[config.mk]
export PLATFORM = sky130hd
export DESIGN_NAME = crt_timer
export DESIGN_NICKNAME = d
export VERILOG_FILES = /design/src/crt_pkg.sv /design/src/crt_event_if.sv /design/src/crt_pin_sync.sv /design/src/crt_mode_decode.sv /design/src/crt_timer.sv
export VERILOG_INCLUDE_DIRS = /design/src
export SDC_FILE = /design/constraint.sdc
export NUM_CORES = 1
export LEC_CHECK = 0
export ABC_AREA = 1
export ABC_CLOCK_PERIOD_IN_PS = 3100
export CELL_PAD_IN_SITES_DETAIL_PLACEMENT = 0
export CELL_PAD_IN_SITES_GLOBAL_PLACEMENT = 1
export CORE_ASPECT_RATIO = 1.1
export CORE_MARGIN = 3
export CORE_UTILIZATION = 49
export CTS_CLUSTER_DIAMETER = 120
export DETAILED_ROUTE_END_ITERATION = 8
export DONT_BUFFER_PORTS = 1
export GPL_TIMING_DRIVEN = 1
export PLACE_DENSITY_LB_ADDON = 0.15
export SETUP_SLACK_MARGIN = 0.1
export SLEW_MARGIN = 20
export SYNTH_ARGS = -nofsm -noshare
export SYNTH_HDL_FRONTEND = slang
export SYNTH_SLANG_ARGS = --single-unit
[constraint.sdc]
create_clock -name mclk -period 3.1 [get_ports mclk]
set_input_delay 0.31 -clock mclk [delete_from_list [all_inputs] [get_ports mclk]]
set_output_delay 0.31 -clock mclk [all_outputs]
set_load 0.1 [all_outputs]
[src/crt_params.svh]
/*
 Constants for the capture/reload timer: register offsets, control bit positions, timing counts.
 Assumes inclusion by bare name from the timer's design files.
*/
`ifndef CRT_PARAMS_SVH
`define CRT_PARAMS_SVH

// ----------------------------------------
// Register byte offsets on APB
// ----------------------------------------
`define CRT_OFS_CONTROL 12'h000
`define CRT_OFS_COUNT 12'h004
`define CRT_OFS_RELOAD 12'h008
`define CRT_OFS_SERIAL 12'h00C

// ----------------------------------------
// Control register bit positions
// ----------------------------------------
`define CRT_B_CAPSEL 0
`define CRT_B_CTSEL 1
`define CRT_B_RUN 2
`define CRT_B_EXEN 3
`define CRT_B_TXSEL 4
`define CRT_B_RXSEL 5
`define CRT_B_EXF 6
`define CRT_B_OVF 7

// ----------------------------------------
// Reset values and timing
// ----------------------------------------
`define CRT_CTRL_RESET 8'h00
`define CRT_COUNT_RESET 16'h0000
`define CRT_COUNT_MAX 16'hFFFF
`define CRT_OSC_PER_TICK 12
`define CRT_PRESCALE_MAX 4'hB

`endif

[src/crt_pkg.sv]
/*
 Types shared by the capture/reload timer modules.
 Assumes nothing beyond a SystemVerilog compiler.
*/
package crt_pkg;

	// ----------------------------------------
	// Operating modes, one-hot
	// ----------------------------------------
	typedef enum logic [3:0] {
		CRT_OFF = 4'h1,
		CRT_RELOAD = 4'h2,
		CRT_CAPTURE = 4'h4,
		CRT_BAUD = 4'h8
	} crt_mode_t;

endpackage

[src/crt_event_if.sv]
/*
 Carrier between the timer core and its input conditioner.
 Assumes both ends run on mclk.
*/
`timescale 1ns/1ps
interface crt_event_if;
	logic countFall;
	logic triggerFall;
	logic tick;
	modport source (output countFall, output triggerFall, output tick);
	modport sink (input countFall, input triggerFall, input tick);
endinterface // crt_event_if

[src/crt_pin_sync.sv]
/*
 Synchronises the count and trigger pins, detects falling edges, and makes the
 one-in-twelve timer tick.
 Assumes pins are asynchronous to mclk.
*/
`timescale 1ns/1ps
`include "crt_params.svh"
module crt_pin_sync (
	// Clock and reset
	input wire logic mclk,
	input wire logic nrst,
	// Pins
	input wire logic countPin,
	input wire logic triggerPin,
	// Events
	crt_event_if.source ev
);
	typedef struct packed {
		logic [2:0] cntSync;
		logic [2:0] trgSync;
		logic cntLevel;
		logic trgLevel;
		logic cntFall;
		logic trgFall;
		logic [3:0] prescale;
		logic tick;
	} crt_sync_state_t;

	crt_sync_state_t st_r;
	crt_sync_state_t st_nxt;

	// ----------------------------------------
	// Next state
	// ----------------------------------------
	always_comb begin
		st_nxt = st_r;
		st_nxt.cntSync = {st_r.cntSync[1:0], countPin};
		st_nxt.trgSync = {st_r.trgSync[1:0], triggerPin};
		st_nxt.cntFall = 1'b0;
		st_nxt.trgFall = 1'b0;
		// Change counts once stages two and three agree
		if (st_r.cntSync[1] == st_r.cntSync[2]) begin
			st_nxt.cntLevel = st_r.cntSync[2];
			st_nxt.cntFall = st_r.cntLevel & ~st_r.cntSync[2]; // [RQ12]
		end
		if (st_r.trgSync[1] == st_r.trgSync[2]) begin
			st_nxt.trgLevel = st_r.trgSync[2];
			st_nxt.trgFall = st_r.trgLevel & ~st_r.trgSync[2]; // [RQ5]
		end
		// One tick per twelve oscillator periods
		st_nxt.tick = (st_r.prescale == `CRT_PRESCALE_MAX); // [RQ12]
		st_nxt.prescale = st_nxt.tick ? 4'h0 : st_r.prescale + 4'h1;
	end

	always_ff @(posedge mclk or negedge nrst) begin
		if (!nrst) begin
			st_r <= '{cntSync: 3'h7, trgSync: 3'h7, cntLevel: 1'b1, trgLevel: 1'b1,
				cntFall: 1'b0, trgFall: 1'b0, prescale: 4'h0, tick: 1'b0};
		end else begin
			st_r <= st_nxt;
		end
	end

	assign ev.countFall = st_r.cntFall;
	assign ev.triggerFall = st_r.trgFall;
	assign ev.tick = st_r.tick;
endmodule // crt_pin_sync

[src/crt_mode_decode.sv]
/*
 Decodes the operating mode from the control bits.
 Assumes control bits come from registers on mclk.
*/
`timescale 1ns/1ps
module crt_mode_decode (
	// Control
	input wire logic runControl,
	input wire logic captureSelect,
	input wire logic receiveClockSelect,
	input wire logic transmitClockSelect,
	// Mode
	output crt_pkg::crt_mode_t mode
);
	always_comb begin
		if (!runControl) begin
			mode = crt_pkg::CRT_OFF; // [RQ3]
		end else if (receiveClockSelect | transmitClockSelect) begin
			mode = crt_pkg::CRT_BAUD; // [RQ11]
		end else if (captureSelect) begin
			mode = crt_pkg::CRT_CAPTURE; // [RQ3]
		end else begin
			mode = crt_pkg::CRT_RELOAD; // [RQ3]
		end
	end
endmodule // crt_mode_decode

[src/crt_timer.sv]
/*
 Capture/reload timer top: APB register slave, 16-bit counter, capture and reload
 logic, and serial baud clock selection.
 Assumes one 10 MHz mclk, asynchronous pins, and a serial port taking clock pulses.
*/
`timescale 1ns/1ps
`include "crt_params.svh"

// Functional notes
// [RQ1] Counter is sixteen bits, low and high bytes together.
// [RQ2] One control bit picks interval timer or external event counter.
// [RQ3] Run off means off; else clock selects, then capture select pick mode.
// [RQ4] Capture and reload modes set overflow flag on rollover; it requests interrupt.
// [RQ5] Trigger falling edge causing capture or reload sets external flag; software clears.
// [RQ6] External flag requests timer interrupt when enabled, like overflow flag.
// [RQ7] Clock selects route this timer's or the other timer's overflows to serial.
// [RQ8] Capture mode with trigger enabled copies count into capture registers on fall.
// [RQ9] Reload mode rollover sets overflow flag and reloads count from reload registers.
// [RQ10] Reload mode with trigger enabled also reloads on trigger fall, sets flag.
// [RQ11] Either clock select set means baud generator mode.
// [RQ12] Timer advances every twelve oscillator periods; counter on sampled falling edges.
// [RQ13] Baud mode sets no overflow flag, ignores capture select, always reloads.
module crt_timer #(
	parameter int COUNT_W = 16
) (
	// Clock and reset
	input wire logic mclk,
	input wire logic nrst,
	// APB slave
	input wire logic psel,
	input wire logic penable,
	input wire logic pwrite,
	input wire logic [11:0] paddr,
	input wire logic [31:0] pwdata,
	output logic [31:0] prdata,
	output logic pready,
	output logic pslverr,
	// Pins
	input wire logic countPin,
	input wire logic triggerPin,
	// Serial clock
	input wire logic otherTimerOverflow,
	output logic receiveClockPulse,
	output logic transmitClockPulse,
	// Interrupt request
	output logic timerIrq
);
	typedef struct packed {
		logic [7:0] ctrl;
		logic [COUNT_W-1:0] count;
		logic [COUNT_W-1:0] reload;
		logic [31:0] rdata;
		logic ready;
		logic slverr;
		logic rxPulse;
		logic txPulse;
		logic irq;
	} crt_state_t;

	crt_state_t st_r;
	crt_state_t st_nxt;
	crt_pkg::crt_mode_t mode;
	crt_event_if ev ();

	// ----------------------------------------
	// Submodules
	// ----------------------------------------
	crt_pin_sync u_sync (
		.mclk(mclk),
		.nrst(nrst),
		.countPin(countPin),
		.triggerPin(triggerPin),
		.ev(ev)
	);

	crt_mode_decode u_mode (
		.runControl(st_r.ctrl[`CRT_B_RUN]),
		.captureSelect(st_r.ctrl[`CRT_B_CAPSEL]),
		.receiveClockSelect(st_r.ctrl[`CRT_B_RXSEL]),
		.transmitClockSelect(st_r.ctrl[`CRT_B_TXSEL]),
		.mode(mode)
	);

	// ----------------------------------------
	// Next state
	// ----------------------------------------
	logic advance;
	logic rollover;
	logic trigEvent;
	logic setOvf;
	logic setExf;
	logic baudPulse;
	logic apbAccess;
	logic apbWrite;
	logic [7:0] ctrlWr;

	always_comb begin
		st_nxt = st_r;
		// Tick source by timer or counter select
		advance = st_r.ctrl[`CRT_B_CTSEL] ? ev.countFall : ev.tick; // [RQ2] [RQ12]
		if (mode == crt_pkg::CRT_OFF) begin
			advance = 1'b0;
		end
		rollover = advance && (st_r.count == COUNT_W'(`CRT_COUNT_MAX));
		trigEvent = ev.triggerFall && st_r.ctrl[`CRT_B_EXEN]
			&& (mode == crt_pkg::CRT_CAPTURE || mode == crt_pkg::CRT_RELOAD); // [RQ5]
		setOvf = rollover && (mode != crt_pkg::CRT_BAUD); // [RQ4] [RQ13]
		setExf = trigEvent; // [RQ5]
		baudPulse = rollover && (mode == crt_pkg::CRT_BAUD);
		apbAccess = psel && penable && !st_r.ready;
		// Write lands at the edge where the master samples pready high
		apbWrite = psel && penable && pwrite && st_r.ready;

		// Counter
		if (advance) begin
			st_nxt.count = st_r.count + COUNT_W'(1); // [RQ1]
		end
		if (rollover && mode != crt_pkg::CRT_CAPTURE) begin
			st_nxt.count = st_r.reload; // [RQ9] [RQ13]
		end
		if (trigEvent && mode == crt_pkg::CRT_RELOAD) begin
			st_nxt.count = st_r.reload; // [RQ10]
		end
		if (trigEvent && mode == crt_pkg::CRT_CAPTURE) begin
			st_nxt.reload = st_r.count; // [RQ8]
		end

		// Register reads and writes
		st_nxt.ready = apbAccess;
		st_nxt.slverr = 1'b0;
		st_nxt.rdata = 32'h0000_0000;
		if (apbAccess) begin
			unique case (paddr)
				`CRT_OFS_CONTROL: st_nxt.rdata = {24'h00_0000, st_r.ctrl};
				`CRT_OFS_COUNT: st_nxt.rdata = 32'(st_r.count);
				`CRT_OFS_RELOAD: st_nxt.rdata = 32'(st_r.reload);
				`CRT_OFS_SERIAL: st_nxt.rdata = 32'h0000_0000;
				default: st_nxt.slverr = 1'b1;
			endcase
		end
		if (apbWrite && paddr == `CRT_OFS_CONTROL) begin
			ctrlWr = pwdata[7:0];
		end else begin
			ctrlWr = st_r.ctrl;
		end
		st_nxt.ctrl = ctrlWr;
		// Hardware set wins over a software clear
		if (setOvf) begin
			st_nxt.ctrl[`CRT_B_OVF] = 1'b1; // [RQ4]
		end
		if (setExf) begin
			st_nxt.ctrl[`CRT_B_EXF] = 1'b1; // [RQ5]
		end
		if (apbWrite && paddr == `CRT_OFS_COUNT) begin
			st_nxt.count = pwdata[COUNT_W-1:0];
		end
		if (apbWrite && paddr == `CRT_OFS_RELOAD) begin
			st_nxt.reload = pwdata[COUNT_W-1:0];
		end

		// Serial clock source selection and interrupt request
		st_nxt.rxPulse = st_r.ctrl[`CRT_B_RXSEL] ? baudPulse : otherTimerOverflow; // [RQ7]
		st_nxt.txPulse = st_r.ctrl[`CRT_B_TXSEL] ? baudPulse : otherTimerOverflow; // [RQ7]
		st_nxt.irq = st_nxt.ctrl[`CRT_B_OVF] | st_nxt.ctrl[`CRT_B_EXF]; // [RQ4] [RQ6]
	end

	always_ff @(posedge mclk or negedge nrst) begin
		if (!nrst) begin
			st_r <= '{ctrl: `CRT_CTRL_RESET, count: COUNT_W'(`CRT_COUNT_RESET),
				reload: COUNT_W'(`CRT_COUNT_RESET), rdata: 32'h0000_0000, ready: 1'b0,
				slverr: 1'b0, rxPulse: 1'b0, txPulse: 1'b0, irq: 1'b0};
		end else begin
			st_r <= st_nxt;
		end
	end

	// ----------------------------------------
	// Outputs
	// ----------------------------------------
	assign prdata = st_r.rdata;
	assign pready = st_r.ready;
	assign pslverr = st_r.slverr;
	assign receiveClockPulse = st_r.rxPulse;
	assign transmitClockPulse = st_r.txPulse;
	assign timerIrq = st_r.irq;
endmodule // crt_timer

Yosys cells after proc, flatten, opt, wreduce, memory -nomap -nowiden
Index checks and enable logic that the tools add are counted.

operators by class
  bitwise operators = 6
  reductions and logical operators = 21
  muxes and demuxes = 23
  add/sub/neg operators = 2
  equality and inequality tests = 13

operator list
  cell                                                                     number
  16-bit 2-to-1 mux                                                        7
  16-bit one-hot mux with 3 select lines                                   1
  12-bit by 4-bit equality test with 1-bit output, second input constant   2
  16-bit by 1-bit adder with 16-bit output, second input constant          1
  16-bit equality test, second input constant                              1
  1-bit logical AND                                                        15
  12-bit by 3-bit equality test with 1-bit output, second input constant   1
  12-bit logical NOT                                                       1
  4-bit 2-to-1 mux                                                         3
  1-bit 2-to-1 mux                                                         10
  4-bit equality test, second input constant                               2
  8-bit 2-to-1 mux                                                         1
  4-bit by 1-bit adder with 4-bit output, second input constant            1
  4-bit by 1-bit equality test with 1-bit output, second input constant    1
  4-bit by 2-bit equality test with 1-bit output, second input constant    1
  4-bit by 3-bit equality test with 1-bit output, second input constant    1
  4-bit by 3-bit inequality test with 1-bit output, second input constant  1
  4-bit inequality test, second input constant                             1
  4-bit nonzero test                                                       1
  4-bit OR reduction                                                       1
  3-bit 2-to-1 mux                                                         1
  1-bit AND                                                                2
  1-bit equality test                                                      2
  1-bit NOT                                                                2
  4 further kinds                                                          5

word-level totals
  output and inout port bits = 37
  flip-flop bits (word level) = 92
  bits of input ports = 52

Longest topological paths before layout
Gate-level depths: netlist (run 1).

  depth in word-level cells = 10
  depth in mapped cells = 12
  depth with buffers taken out = 12

Cells and area by module
Synthesis (run 1) repeated with hierarchy kept, for this count alone.

second synthesis, totals
  cells, all modules = 595
  area, all modules = 4344.2 sq um

by module, submodules not included
  module           area an instance (sq um)  cells each  instances
  crt_timer        3792.4                    541         1
  crt_pin_sync     510.5                     43          1
  crt_mode_decode  41.3                      11          1

Worst setup path after synthesis (run 1)
OpenSTA, ideal clock, no wires.

  kind = flip-flop to flip-flop
  start point = register st_r, in the netlist pready
  end point = register st_r[54] in the netlist's numbering
  arrival time = 2.068 ns
  setup slack = 0.915 ns
  required time = 2.984 ns
  cell stages (with the launch flop) = 9
  clock period less this slack = 2.185 ns
  buffers on the path = 1
  cell sequence = dfrtp_1 nand2_1 nor2_2 nand4_1 clkbuf_1 nor2_1 nor2_2 nand2_1 nand2_1

on the way
  word-level cells in the longest chain between the ends = 3

ends and longest elaborated chain
  item                                                                      RTL line          source
  start, declared                                                           crt_timer.sv:60   crt_state_t st_r;
  start signal, assigned                                                    crt_timer.sv:169  st_r <= '{ctrl: `CRT_CTRL_RESET, count: COUNT_W'(`CRT_COUNT_RESET),
  start signal, assigned                                                    crt_timer.sv:173  st_r <= st_nxt;
  1-bit logical AND *                                                       crt_timer.sv:112  apbWrite = psel && penable && pwrite && st_r.ready;
  1-bit logical AND (no line) *                                             -
  4-bit nonzero test (no line) / 16-bit 2-to-1 mux (equally long branches)  -

Every way passes the cells marked *; elsewhere a longest branch is shown, timed or not.
A chain may end at the register's enable or synchronous reset.

Final worst setup path (run 1)
  start point = register st_r[53] in the netlist's numbering
  end point = register st_r[59] in the netlist's numbering

on the way
  word-level cells in the longest chain between the ends = 6

ends and longest elaborated chain
  item
  parallel branches: the longest is 6 deep, another holds 16-bit by 1-bit adder with 16-bit output

Several ways; the timed one is not identified. The select of a mux whose other input is x is not followed.

==> results of run 1 <==
[stage by stage]
step / setup WS (ns) / cell area [um^2]
CTS: 0.890 / 4530
global placement: 0.920 / 4290
floorplan: 0.915 / 4410
finish: 0.882 / 4530
detailed placement: 0.912 / 4290
global route: 0.706 / 4530
[sequential cells by signal (all words and copies together), names as in the netlist]
name,flops
pslverr,1
u_sync.ev.tick,1
u_sync.ev.triggerFall,1
prdata,16
pready,1
st_r,40
receiveClockPulse,1
u_sync.ev.countFall,1
timerIrq,1
u_sync.st_r,8
u_sync.st_nxt,4
transmitClockPulse,1
[layer usage]
layer	part of all wire (%)	routed length, um	up-vias
met3	5.3	575	9
met4	0.66	71	0
met1	45	4870	1728
met2	49	5280	91
li1	-	-	1781
met5	0	0	-
[final timing paths]
| kind | startpoint | slack [ns] | end |
|---|---|---|---|
| worst max-delay path | st_r[53] | 0.88 | st_r[59] |
| worst min-delay path | otherTimerOverflow | 0.08 | transmitClockPulse |
| worst max register to register | st_r[53] | 0.88 | st_r[59] |
| worst min register to register | u_sync.st_nxt[10] | 0.36 | u_sync.st_nxt[11] |
| max in group asynchronous | nrst | 2.25 | u_sync.st_nxt[14] |
| min in group asynchronous | nrst | 0.49 | pslverr |
[power by group]
group	switching, mW	internal [mW]
registers	0.123	1.06
logic	0.285	0.132
clock network	0.396	0.319
[kinds of logic (layout without fill, tap and decap cells)]
group                      after synthesis  after routing  synth area share, %
AOI/OAI and AO/OA                       67             67                 7.82
buffers and inverters                  103             84                 12.2
and+or+nand+nor                        324            324                 33.5
muxes                                    1              1                0.230
xor gates and xnor gates                 6              6                 1.21
adders and majority gates                4              4                 1.04
other                                    1             16               0.0862
DFF                                     76             76                 43.9
[cell type report]
| class | instances | area [um^2] |
|---|---|---|
| sequential | 76 | 1910 |
| fill | 861 | 3970 |
| tap | 111 | 139 |
| clock buffer | 10 | 138 |
| timing repair buffer | 13 | 125 |
| inverter | 55 | 206 |
| clock inverter | 6 | 45.0 |
| multi-input combinational | 418 | 1960 |
[repair_timing]
| action | CTS | global route |
|---|---|---|
| resized for setup | 0 | 0 |
| hold buffers | 4 | 0 |
| endpoints found under the hold margin | 78 | 0 |
[layout by cell type (no fill, tap or decap), types with 3 or more instances in the layout]
| master | synthesis | routed |
|---|---|---|
| sky130_fd_sc_hd__clkbuf_8 | 0 | 10 |
| sky130_fd_sc_hd__buf_4 | 33 | 9 |
| sky130_fd_sc_hd__dfstp_2 | 8 | 8 |
| sky130_fd_sc_hd__o21ai_0 | 51 | 51 |
| sky130_fd_sc_hd__xor2_1 | 6 | 6 |
| sky130_fd_sc_hd__dlygate4sd3_1 | 0 | 3 |
| sky130_fd_sc_hd__nor2_4 | 5 | 5 |
| sky130_fd_sc_hd__nor3_2 | 3 | 3 |
| sky130_fd_sc_hd__nor3_1 | 3 | 3 |
| sky130_fd_sc_hd__a21oi_1 | 12 | 12 |
| sky130_fd_sc_hd__nand4_1 | 8 | 8 |
| sky130_fd_sc_hd__dfrtp_1 | 68 | 68 |
| sky130_fd_sc_hd__nor2_1 | 48 | 48 |
| sky130_fd_sc_hd__conb_1 | 1 | 16 |
| sky130_fd_sc_hd__nand2_1 | 180 | 180 |
| sky130_fd_sc_hd__inv_1 | 53 | 53 |
| sky130_fd_sc_hd__nand2_2 | 3 | 3 |
| sky130_fd_sc_hd__nand3_1 | 56 | 56 |
| sky130_fd_sc_hd__nor2_2 | 9 | 9 |
==> reports/summary.md, run 1 <==
The flow ran to the end, and the final reports show no timing, DRC or antenna violations. For this run, the share of the core covered by cells in the final layout is 53.3%. Traced cell by cell, the critical path runs through ha_1 -> nand2_1 -> nor2_4 -> nand2_4 -> nor2_4 -> nand3_4 -> nand2_8 -> nor2_4 -> buf_4 -> nand2_1 -> nand2_1 -> inv_1 -> nand2_1. In this run the count of I/O pins placed on the die edge is 89. Global routing consumed, on the met1 layer, 31.8% of the routing resources. The Yosys step of the flow raised 0 warnings. In this run the horizontal extent of the chip is 95.9 um. Wires add up to 10.8 mm. The logs give 0 for the count of final setup violators and 0 for the count of endpoints failing hold in the final timing report. The average cell area after synthesis was 7.48 um^2; the final-layout worst hold slack was 0.0795 ns. The commonest cells after synthesis are sky130_fd_sc_hd__nand2_1, sky130_fd_sc_hd__dfrtp_1, sky130_fd_sc_hd__nand3_1. The tools report the number of different library cells in the post-synthesis netlist as 36. Maximum achievable frequency: 451 MHz. The cell type contributing the most total cell area after synthesis is sky130_fd_sc_hd__dfrtp_1. Excluding fillers, the count of instances in the completed layout stands at 689. The number of synthesized flops with an enable pin is 0. Root buffer selected by CTS: sky130_fd_sc_hd__clkbuf_8. The critical path data arrival time came out at 2.46 ns. The cell that appears most often on the critical path is sky130_fd_sc_hd__nand2_1. The tools report the number of violations reported at the end of detailed-routing iteration 0 as 154.

After detailed routing, the average wire length per cell comes to 15.7 um. In this run the most used layer during global routing was met2. The most common cell in the synthesized netlist is sky130_fd_sc_hd__nand2_1. Setup repair after global routing left no endpoint under its margin. TritonCTS built the clock tree.

The number of antenna violations at the first check in global routing is 0, and the total inserted antenna cells is 0. The critical path crosses 13 cells after its start point. The net count of the finished layout is 627. For the initial cell density of the core, the log shows 51.2%. The H-tree was split into 3 levels.

The count of buffers added on input and output ports is 0. In this run the cell area of the synthesized design comes to 4350 um^2. The total iterations of the first detailed-routing run is 4.

In this run the biggest area consumer among cell types represents 39.1% of the synthesized area. The critical path's slowest cell is sky130_fd_sc_hd__dfrtp_1. Synthesis handed over a netlist of 582 instances. The slew at the pin closest to its max-slew limit is 0.888 ns, and the final clock period utilization by the worst path is 71.5%. The floorplan step defined a die boundary enclosing 10000 um^2. In this run the standard cell core region covers 8500 um^2.

The cell family contributing the most delay on the critical path is simple AND/OR/NAND/NOR gates. The logs give 23.1% for the total routing resource utilization after global routing and 0 for the count of maximum capacitance violations. The tools report the number of sinks driven by the clock tree as 76. In this run the worst hold path is classified as in -> reg. Counting I/O delays and the setup requirement, the final critical path takes 2.22 ns. Summed over all failing endpoints, the final setup total negative slack is 0 ns.

The total overflow left after global routing is 0. Yosys attributes the largest share of cell area to sky130_fd_sc_hd__dfrtp_1, sky130_fd_sc_hd__nand2_1, sky130_fd_sc_hd__nand3_1. The number of nets still failing antenna checks after routing was 0; the post-detailed-route via-to-cell ratio was 5.24.

Once detailed placement completed, the half-perimeter wirelength came to 7.28 mm. After detailed routing, the number of remaining DRC violations is 0. Summing the sequential cell areas from Yosys gives 43.9% of the chip area.

The run gives 3532 as the via count of the first global-routing pass. Global routing consumed, on the met2 layer, 37.7% of the routing resources. For the maximum ir drop on the vdd rail, the log shows 0.268 mV. For this design the static power due to leakage is 2.27 nW. In the global route stage, met3 resource usage came out at 4.18%.

The cell depth of the worst flop-to-flop path works out to 13. The number of rows in the core area was 35. The buffer depth of the longest clock path was 2; the first-pass GRT wire length was 18.1 mm. After clock tree synthesis, the setup repair step added 0 buffers. In this run the worst path has a maximum fanout of 28. The logs give 669 for the number of placed cells counting well taps and 3.34 ns for the required time at the endpoint of the critical path. After synthesis, the share of flip-flops with an asynchronous set or reset is 100%. The most common flop cell mapped by yosys was sky130_fd_sc_hd__dfrtp_1. Entering global routing, the biggest net connects 77 pins. The routed layout has 3609 vias.

The tools report the routability-driven placement congestion ratio as 0.889. Kind of launch point of the worst setup path: a flop. The setup path with the least slack is of type reg -> reg.

After clock tree synthesis, the clock-pin slew on the worst setup and hold paths is 0.09 ns. The fraction of final layout cells with drive strength greater than 1 was 10.6%. The post-route total power was 2.32 mW. The kind of end point of the critical path was a flop. The number of cells traversed by the worst hold path is 2, and the critical path buffer and inverter count is 2. In this run the tightest slew margin relative to its limit is 40.9%.

The ratio of total power to cell area was 511 nW/um^2; the chip height was 105 um. The later pin in the worst-skew pair is clocked with a latency of 0.35 ns. The max-slew violation count came out at 0. In this run, CTS created clock tree buffers numbering 9. The area added between synthesis and finish came out at 4.08%.

On the worst path, the slowest cell contributes a delay of 0.48 ns. For the final database, setup skew stands at 0.00714 ns. Counting flops and latches in the post-synthesis netlist gives 76.
(Power assumes the default switching activity.)
==> run 2: changes to the inputs <==
Settings changed: ABC_AREA 1 to 0, ABC_CLOCK_PERIOD_IN_PS 3100 to 1900, CORE_UTILIZATION 49 to 44.
Clock period 3.1 ns to 1.9 ns, I/O delays scaled along.
==> run 2 against run 1 <==
Compared with the run above: the run now ends with hold timing, setup timing left; sequential share of layout area down 3.7 points; fmax up 13%; synthesized area down 9.9%; critical path type unchanged; largest cell class is now registers; highest routed layer unchanged.
==> reports/summary.md, run 2 <==
The flow ran to the end, but the final reports show violations. The checks that failed: hold timing, setup timing. For the number of vias in the routed layout, the log shows 3080. The root buffer selected by CTS was sky130_fd_sc_hd__clkbuf_8. The worst-case setup margin in the final layout was -0.0707 ns; the headroom to the max-slew limit was 60.2%. The run gives -0.07 ns as the worst setup slack for register-to-register paths. Combinational cells account for 9.1% of the total power. The worst hold path class was in -> async. Yosys attributes the largest share of cell area to sky130_fd_sc_hd__dfrtp_1, sky130_fd_sc_hd__mux2i_1, sky130_fd_sc_hd__buf_4. With fillers left out, the area of the finished cells amounts to 4980 um^2. The ratio of total power to cell area is 637 nW/um^2, and the H-tree level count is 3. The net switching power figure is 819 uW, and the number of warnings issued by yosys is 0. The longest clock path from root to sink contains 2 buffers. Setup violations remaining at the end of the flow were counted as 6. After the first detailed-routing iteration, the DRC count stood at 184.

The largest fanout on the critical path was 6. Input and output buffers added on the ports amount to 0. The tools report the source of the critical timing path as st_r[70]. The most used flip-flop cell after synthesis is sky130_fd_sc_hd__dfrtp_1. For this run, the detailed router's first-pass iteration total came to 4. The completed layout was analyzed and its total power is 3.17 mW. The post-placement worst setup slack was -0.320 ns; the proportion of power drawn by flip-flops and latches was 52.0%. The relative contribution of the clock network to total power is 38.9%, and the total of flip-flops plus latches after synthesis is 76.

The HPWL after detailed placement is 6.93 mm. Clock skew on the completed layout was measured at 0.0159 ns. Cell type contributing the most total cell area after synthesis: sky130_fd_sc_hd__dfrtp_1. The register with the most flip-flops in the layout has 40 of them. The logs give 0 for the max-slew violation count and 524 for the final layout net count. The congestion estimate from routability-driven global placement came to 0.900.

For the maximum ir drop on the vdd rail, the log shows 0.482 mV. For the TritonCTS buffer count, the log shows 9. Global routing consumed, over all layers together, 20.0% of the routing resources.

The chip height was 105 um; the clock latency on the worst-skew pair was 0.35 ns. In this run the critical register-to-register path is launched from st_r[70]. In this run the mean area of a mapped cell was 9.90 um^2. The slew at the pin closest to its max-slew limit works out to 0.595 ns.

The leading cell type in the layout, fill and taps excluded is sky130_fd_sc_hd__buf_4. Counting instances in the post-synthesis netlist gives the leading cell types as sky130_fd_sc_hd__dfrtp_1, sky130_fd_sc_hd__nor2_1, sky130_fd_sc_hd__buf_4. The share of total power consumed by net switching was 25.8%; the number of placed cells counting well taps was 537.

The internal power of the cells totals 2.35 mW. The final-layout worst hold slack is -0.474 ns. In the synthesized netlist the async set-or-reset flop fraction comes to 100%. Counting flops with a built-in enable in the synthesized netlist gives 0. After detailed routing, the number of remaining DRC violations is 0. After clock tree synthesis, the clock-pin slew on the worst setup and hold paths is 0.09 ns. Leaving out filler cells and counting taps, the final layout contains 586. For this run, the top clock speed supported by timing is 507 MHz. Summing all flip-flop and latch instances after layout gives 1920 um^2. The detail route stage leaves a number of antenna-violating nets equal to 0. The worst register-to-register path has a depth of 6. Count of endpoints failing hold in the final timing report: 78. Summing the sequential cell areas from Yosys gives 48.8% of the chip area. In the layout the commonest cells are sky130_fd_sc_hd__buf_4, sky130_fd_sc_hd__dfrtp_1, sky130_fd_sc_hd__nor2_1. The top-area cell type share of the netlist area works out to 43.4%. The endpoint identified for the worst register-to-register timing path is st_r[60]. The combined area of all synthesized cells was 3920 um^2. For the count of pins on the block boundary, the log shows 89. After detailed routing, the average wire length per cell comes to 17.2 um. For the number of antenna violations at the first check in global routing, the log shows 0. Adding up every negative setup slack in the final design gives -0.190 ns. The analysis attributes to cell leakage a power of 2.26 nW.

By instance count, the leading cell after synthesis is sky130_fd_sc_hd__dfrtp_1. The setup path with the least slack is of type reg -> reg. Horizontal extent of the die: 96.0 um. Once the floorplan was initialized, standard cells occupied 45.9% of the core. TritonCTS built the clock tree. Dividing the final minimum period by the clock period gives 104%.

The via count of the first global-routing pass came out at 2959. The number of sinks driven by the clock tree is 76, and the maximum number of pins on one net before global-route repair is 77. Across the run, the number of max-cap violations was 0.

Summing all placed instances gives a cell area of 4340 um^2. Counting every instance in the synthesized netlist gives 396. The floorplan step defined a die boundary enclosing 10100 um^2.

For this block, the routed nets add up to 10.1 mm of wire. The netlist uses 42 different library cells. The total inserted antenna cells is 0, and the area added between synthesis and finish is 26.9%.

Critical path data arrival time: 2.25 ns. STA classifies the critical path startpoint as a flop. In the final layout, the share of cells above drive strength 1 is 30.5%.

The core utilization of the finished layout was 58.3%. Setup repair after global routing could not meet its margin everywhere. Subtracting the final worst setup slack from the clock period gives 1.97 ns. STA puts the critical path data required time at 2.18 ns. Counting flops per register, the top entry is st_r.

Counting the fill cells in the layout gives 747. The first global-routing pass estimated 15.4 mm of wire. The tools report the placeable core area as 8540 um^2.

After detailed routing, the number of vias per cell comes to 5.26. For this run the aggregate overflow at the end of global routing stands at 0. Summing all multi-input logic gate instances after layout gives 1830 um^2. Kind of end point of the critical path: a flop.

After floorplanning, the core was divided into 35 placement rows.
[run 2: cell types whose count changed in the layout (fill, tap and decap cells not counted), sizes merged, moves of 18 or more]
cell	delta
nand2	-160
buf	+68
inv	-49
nand3	-44
o21ai	-44
mux2i	+26
dlygate4sd3	+18
[run 2: repair_timing]
item,4_1_cts,5_1_grt
gates cloned,0,1
endpoints found under the hold margin,105,80
endpoints found under the setup margin,33,51
hold buffers,18,3
setup buffers,8,3
pin swaps,12,9
gates resized for setup,11,20
[run 2: how the worst max path moves through the flow]
| stage | end | cells past startpoint |
|---|---|---|
| 4_1_cts | st_r[60] | 7 |
| 2_1_floorplan | timerIrq | 6 |
| 6_report | st_r[60] | 6 |
| 3_5_place_dp | st_r[58] | 6 |
| 5_1_grt | st_r[60] | 7 |
| 3_3_place_gp | st_r[65] | 6 |
[run 2: kinds of logic (layout without fill, tap and decap cells)]
kind of cell             count (synthesis)  count (layout)  synth area share [%]
AND/OR/NAND/NOR                        141             141                  17.2
multiplexers                            38              38                  10.1
other                                    1              16                0.0956
XOR/XNOR                                14              14                  3.13
AO/OA/AOI/OAI                           62              62                  10.1
buffers and inverters                   60             124                  9.44
adder cells (fa/ha/maj)                  4               4                  1.15
flip-flops                              76              76                  48.8
[run 2: power groups by stage]
stage | combinational, mW | sequential (mW) | clock [mW]
2_1_floorplan | 0.219 | 1.72 | 0
3_3_place_gp | 0.247 | 1.68 | 0
3_5_place_dp | 0.247 | 1.68 | 0
4_1_cts | 0.281 | 1.65 | 1.25
5_1_grt | 0.300 | 1.65 | 1.31
6_report | 0.288 | 1.65 | 1.23
[run 2: area by class of cell]
| type | instances | share of cell area, % |
|---|---|---|
| Sequential cell | 76 | 38.5 |
| Multi-Input combinational cell | 275 | 36.9 |
| Timing Repair Buffer | 100 | 17.3 |
| Clock buffer | 12 | 2.92 |
| Tap cell | 111 | 2.79 |
| Clock inverter | 4 | 1.01 |
| Inverter | 8 | 0.603 |
[run 2: critical path: stages (launching register included)]
cell,delay (ns)
sky130_fd_sc_hd__dfrtp_1,0.42
sky130_fd_sc_hd__mux2_4,0.23
sky130_fd_sc_hd__buf_6,0.11
sky130_fd_sc_hd__or4b_4,0.51
sky130_fd_sc_hd__or3_1,0.32
sky130_fd_sc_hd__a211o_1,0.27
sky130_fd_sc_hd__nand3_2,0.05
[run 2: layer usage]
| layer | GRT usage [%] | part of all wire [%] |
|---|---|---|
| met5 | 0 | 0 |
| met4 | 5.89 | 1.8 |
| met3 | 3.82 | 5.3 |
| met2 | 31.5 | 48 |
| met1 | 27.7 | 45 |
==> run 3: changes to the inputs <==
Settings changed: PLACE_DENSITY_LB_ADDON 0.15 to 0.12, SKIP_LAST_GASP set to 1.
==> run 3 against run 2 <==
Compared with the run above: the flow still finishes with violations (hold timing, setup timing); final area rose by 0.68%; worst hold slack improved by 0.0060 ns; clock power rose by 9.8%; sequential power barely moved; first-iteration DRC count fell by 27%; utilization rose by 0.40 points; clock skew fell by 0.0090 ns; critical path depth did not move; combinational power rose by 1%; via count fell by 0.16%; die area did not move; worst setup slack got worse by 0.044 ns.
==> reports/summary.md, run 3 (synthesized netlist as in run 2, its figures left out) <==
The share of total power consumed by net switching works out to 25.6%. Setup repair after global routing could not meet its margin everywhere. The first global-routing pass estimated 15.8 mm of wire. Worst-case setup margin in the final layout: -0.115 ns. Detailed routing inserted a total of 3075 vias. Count of endpoints failing hold in the final timing report: 76.

For the number of antenna violations at the first check in global routing, the log shows 0. The flow ran to the end, but the final reports show violations. Once detail routing completed, the nets flagged for antenna violations numbered 0. The startpoint-to-endpoint class of the critical path is reg -> reg. The worst setup path is launched from a flop.

Internal power comes to 2.45 mW. The max-slew violation count is 0, and the total half-perimeter wirelength after legalization and detailed placement is 6.88 mm. The die is 96.0 um wide. The number of buffers added on ports is 0.

Once placement finished, the instance area stood at 4340 um^2. For the maximum ir drop on the vdd rail, the log shows 0.532 mV. The final-layout fill cell count was 742.

The final clock period utilization by the worst path is 106%. In the final layout, flip-flops and latches occupy 1920 um^2. Of the cells placed in the final design, the portion with a size suffix greater than 1 is 30.4%.

Once layout is done, the placed cells without fillers occupy 5010 um^2. The critical path goes through mux2_4 -> buf_6 -> or4b_4 -> or3_1 -> a211o_1 -> nand3_2. The core utilization of the finished layout is 58.7%, and the count of pins on the block boundary is 89. The tree is rooted in a sky130_fd_sc_hd__clkbuf_8. After floorplanning, the core was divided into 35 placement rows.

Setup violations remaining at the end of the flow were counted as 10. Clock latency on the worst-skew pair: 0.34 ns. Worst hold path class: in -> async. The logs give 76 for the number of sinks driven by the clock tree and 1850 um^2 for the area of combinational cells with multiple inputs. The area growth from synthesis to layout is 27.8%. The register with the most flip-flops in the layout has 40 of them. The total overflow left after global routing is 0. The maximum achievable frequency came out at 496 MHz.

Once the floorplan was initialized, standard cells occupied 45.9% of the core. Clock-pin slew was measured on the worst setup and hold paths at 0.08 ns. The slew at the pin closest to its max-slew limit is 0.628 ns. The completed layout was analyzed and its total power is 3.29 mW.

Entering global routing, the biggest net connects 77 pins. The worst setup path is captured at a flop. TritonCTS built the clock tree. In this run the power spent charging and discharging nets is 843 uW. The congestion estimate from routability-driven global placement came to 0.859. On the critical path, the stage with the largest delay is an instance of sky130_fd_sc_hd__or4b_4.

Buffer depth of the longest clock path: 2. The overall die area was 10100 um^2; the TritonCTS buffer count was 9. The logs give 8540 um^2 for the placeable core area and 3 for the H-tree level count.

The repair_antennas step left the layout with diodes totalling 0. The smallest clock period supported by the final layout is computed as 2.01 ns. The number of violations reported at the end of detailed-routing iteration 0 is 135.

The largest fanout on the critical path was 4; the required time at the endpoint of the critical path was 2.19 ns. At the placement stage, the worst setup path has a slack of -0.364 ns. Critical path data arrival time: 2.30 ns.

On the final layout, the worst clock skew is 0.00689 ns. The die is 105 um tall. In the layout the commonest cells are sky130_fd_sc_hd__buf_4, sky130_fd_sc_hd__dfrtp_1, sky130_fd_sc_hd__nor2_1. The clock network burns 41.0% of the power. The stage delay of the slowest cell on the critical path is 0.51 ns. The post-detailed-route via-to-cell ratio is 5.26, and the headroom to the max-slew limit is 58.0%. Power spread over the standard cell area amounts to 657 nW/um^2. The count of maximum capacitance violations is 0. Of the total power, combinational logic draws 8.9%.

The tools report the total iterations of the first detailed-routing run as 4. The proportion of power drawn by flip-flops and latches is 50.1%. After detailed routing, the number of remaining DRC violations is 0. The logs give 3112 for the via count of the first global-routing pass and 523 for the final layout net count. The final-layout worst hold slack was -0.468 ns.

In the final routed layout, each cell accounts on average for 17.1 um. The leading cell type in the layout, fill and taps excluded is sky130_fd_sc_hd__buf_4. The final reports fail on hold timing, setup timing. Wires add up to 9.98 mm. The register with the most flip-flops in the final layout is st_r. The total leakage power was 2.28 nW. For the total routing resource utilization after global routing, the log shows 20.5%.
run 3: layout make-up:
cell class,instances,share of cell area (%)
clock buffer,10,2.55
clock inverter,6,1.77
inverter,8,0.599
multi-input combinational,275,36.8
sequential,76,38.2
tap,111,2.77
timing repair buffer,99,17.3
run 3: metrics by stage:
| step | TNS, ns | instances |
|---|---|---|
| 2_1_floorplan | -0.0488 | 411 |
| 3_3_place_gp | -3.47 | 535 |
| 3_5_place_dp | -4.86 | 535 |
| 4_1_cts | -0.366 | 581 |
| 5_1_grt | -1.24 | 585 |
| 6_report | -0.388 | 585 |
run 3: repair_timing:
item,in CTS,in global routing
resized for setup,18,15
gates cloned,1,1
setup buffers,10,2
endpoints found under the setup margin,16,49
pin swaps,11,10
hold endpoints to repair,118,79
hold buffers,20,1
run 3: power by group through the flow:
stage                     sequential (mW)  clock, mW  combinational [mW]
final                                1.65       1.35               0.292
after detailed placement             1.68          0               0.246
after global routing                 1.65       1.44               0.306
after floorplan                      1.72          0               0.219
after global placement               1.68          0               0.247
after CTS                            1.65       1.38               0.288
run 3: per-layer routing:
| layer | global-route usage [%] | up-vias | wire (um) | share of wire (%) |
|---|---|---|---|---|
| met4 | 6.61 | 0 | 165 | 1.7 |
| met2 | 33.3 | 92 | 4780 | 48 |
| met3 | 3.46 | 9 | 551 | 5.5 |
| met5 | 0 | - | 0 | 0 |
| li1 | - | 1479 | - | - |
| met1 | 27.4 | 1495 | 4480 | 45 |
run 3: path summary, 6_finish.rpt:
kind                                      to               from  slack, ns  depth (start not counted)
max                                 st_r[60]           st_r[70]      -0.11                          6
min                                   pready               nrst      -0.47                          0
max reg2reg                         st_r[60]           st_r[70]      -0.11                          6
min reg2reg                u_sync.st_nxt[14]  u_sync.st_nxt[13]       0.36                          0
max in group asynchronous    u_sync.st_r[14]               nrst       2.15                          0
min in group mclk                   st_r[56]          pwdata[3]       0.01                          2
run 3: critical path, delay by kind of cell, from the launching register on:
family / cells / cell delay (ns)
DFF: 1 / 0.43
AOI/OAI and AO/OA: 1 / 0.28
muxes: 1 / 0.24
and+or+nand+nor: 3 / 0.91
buffers and inverters: 1 / 0.11
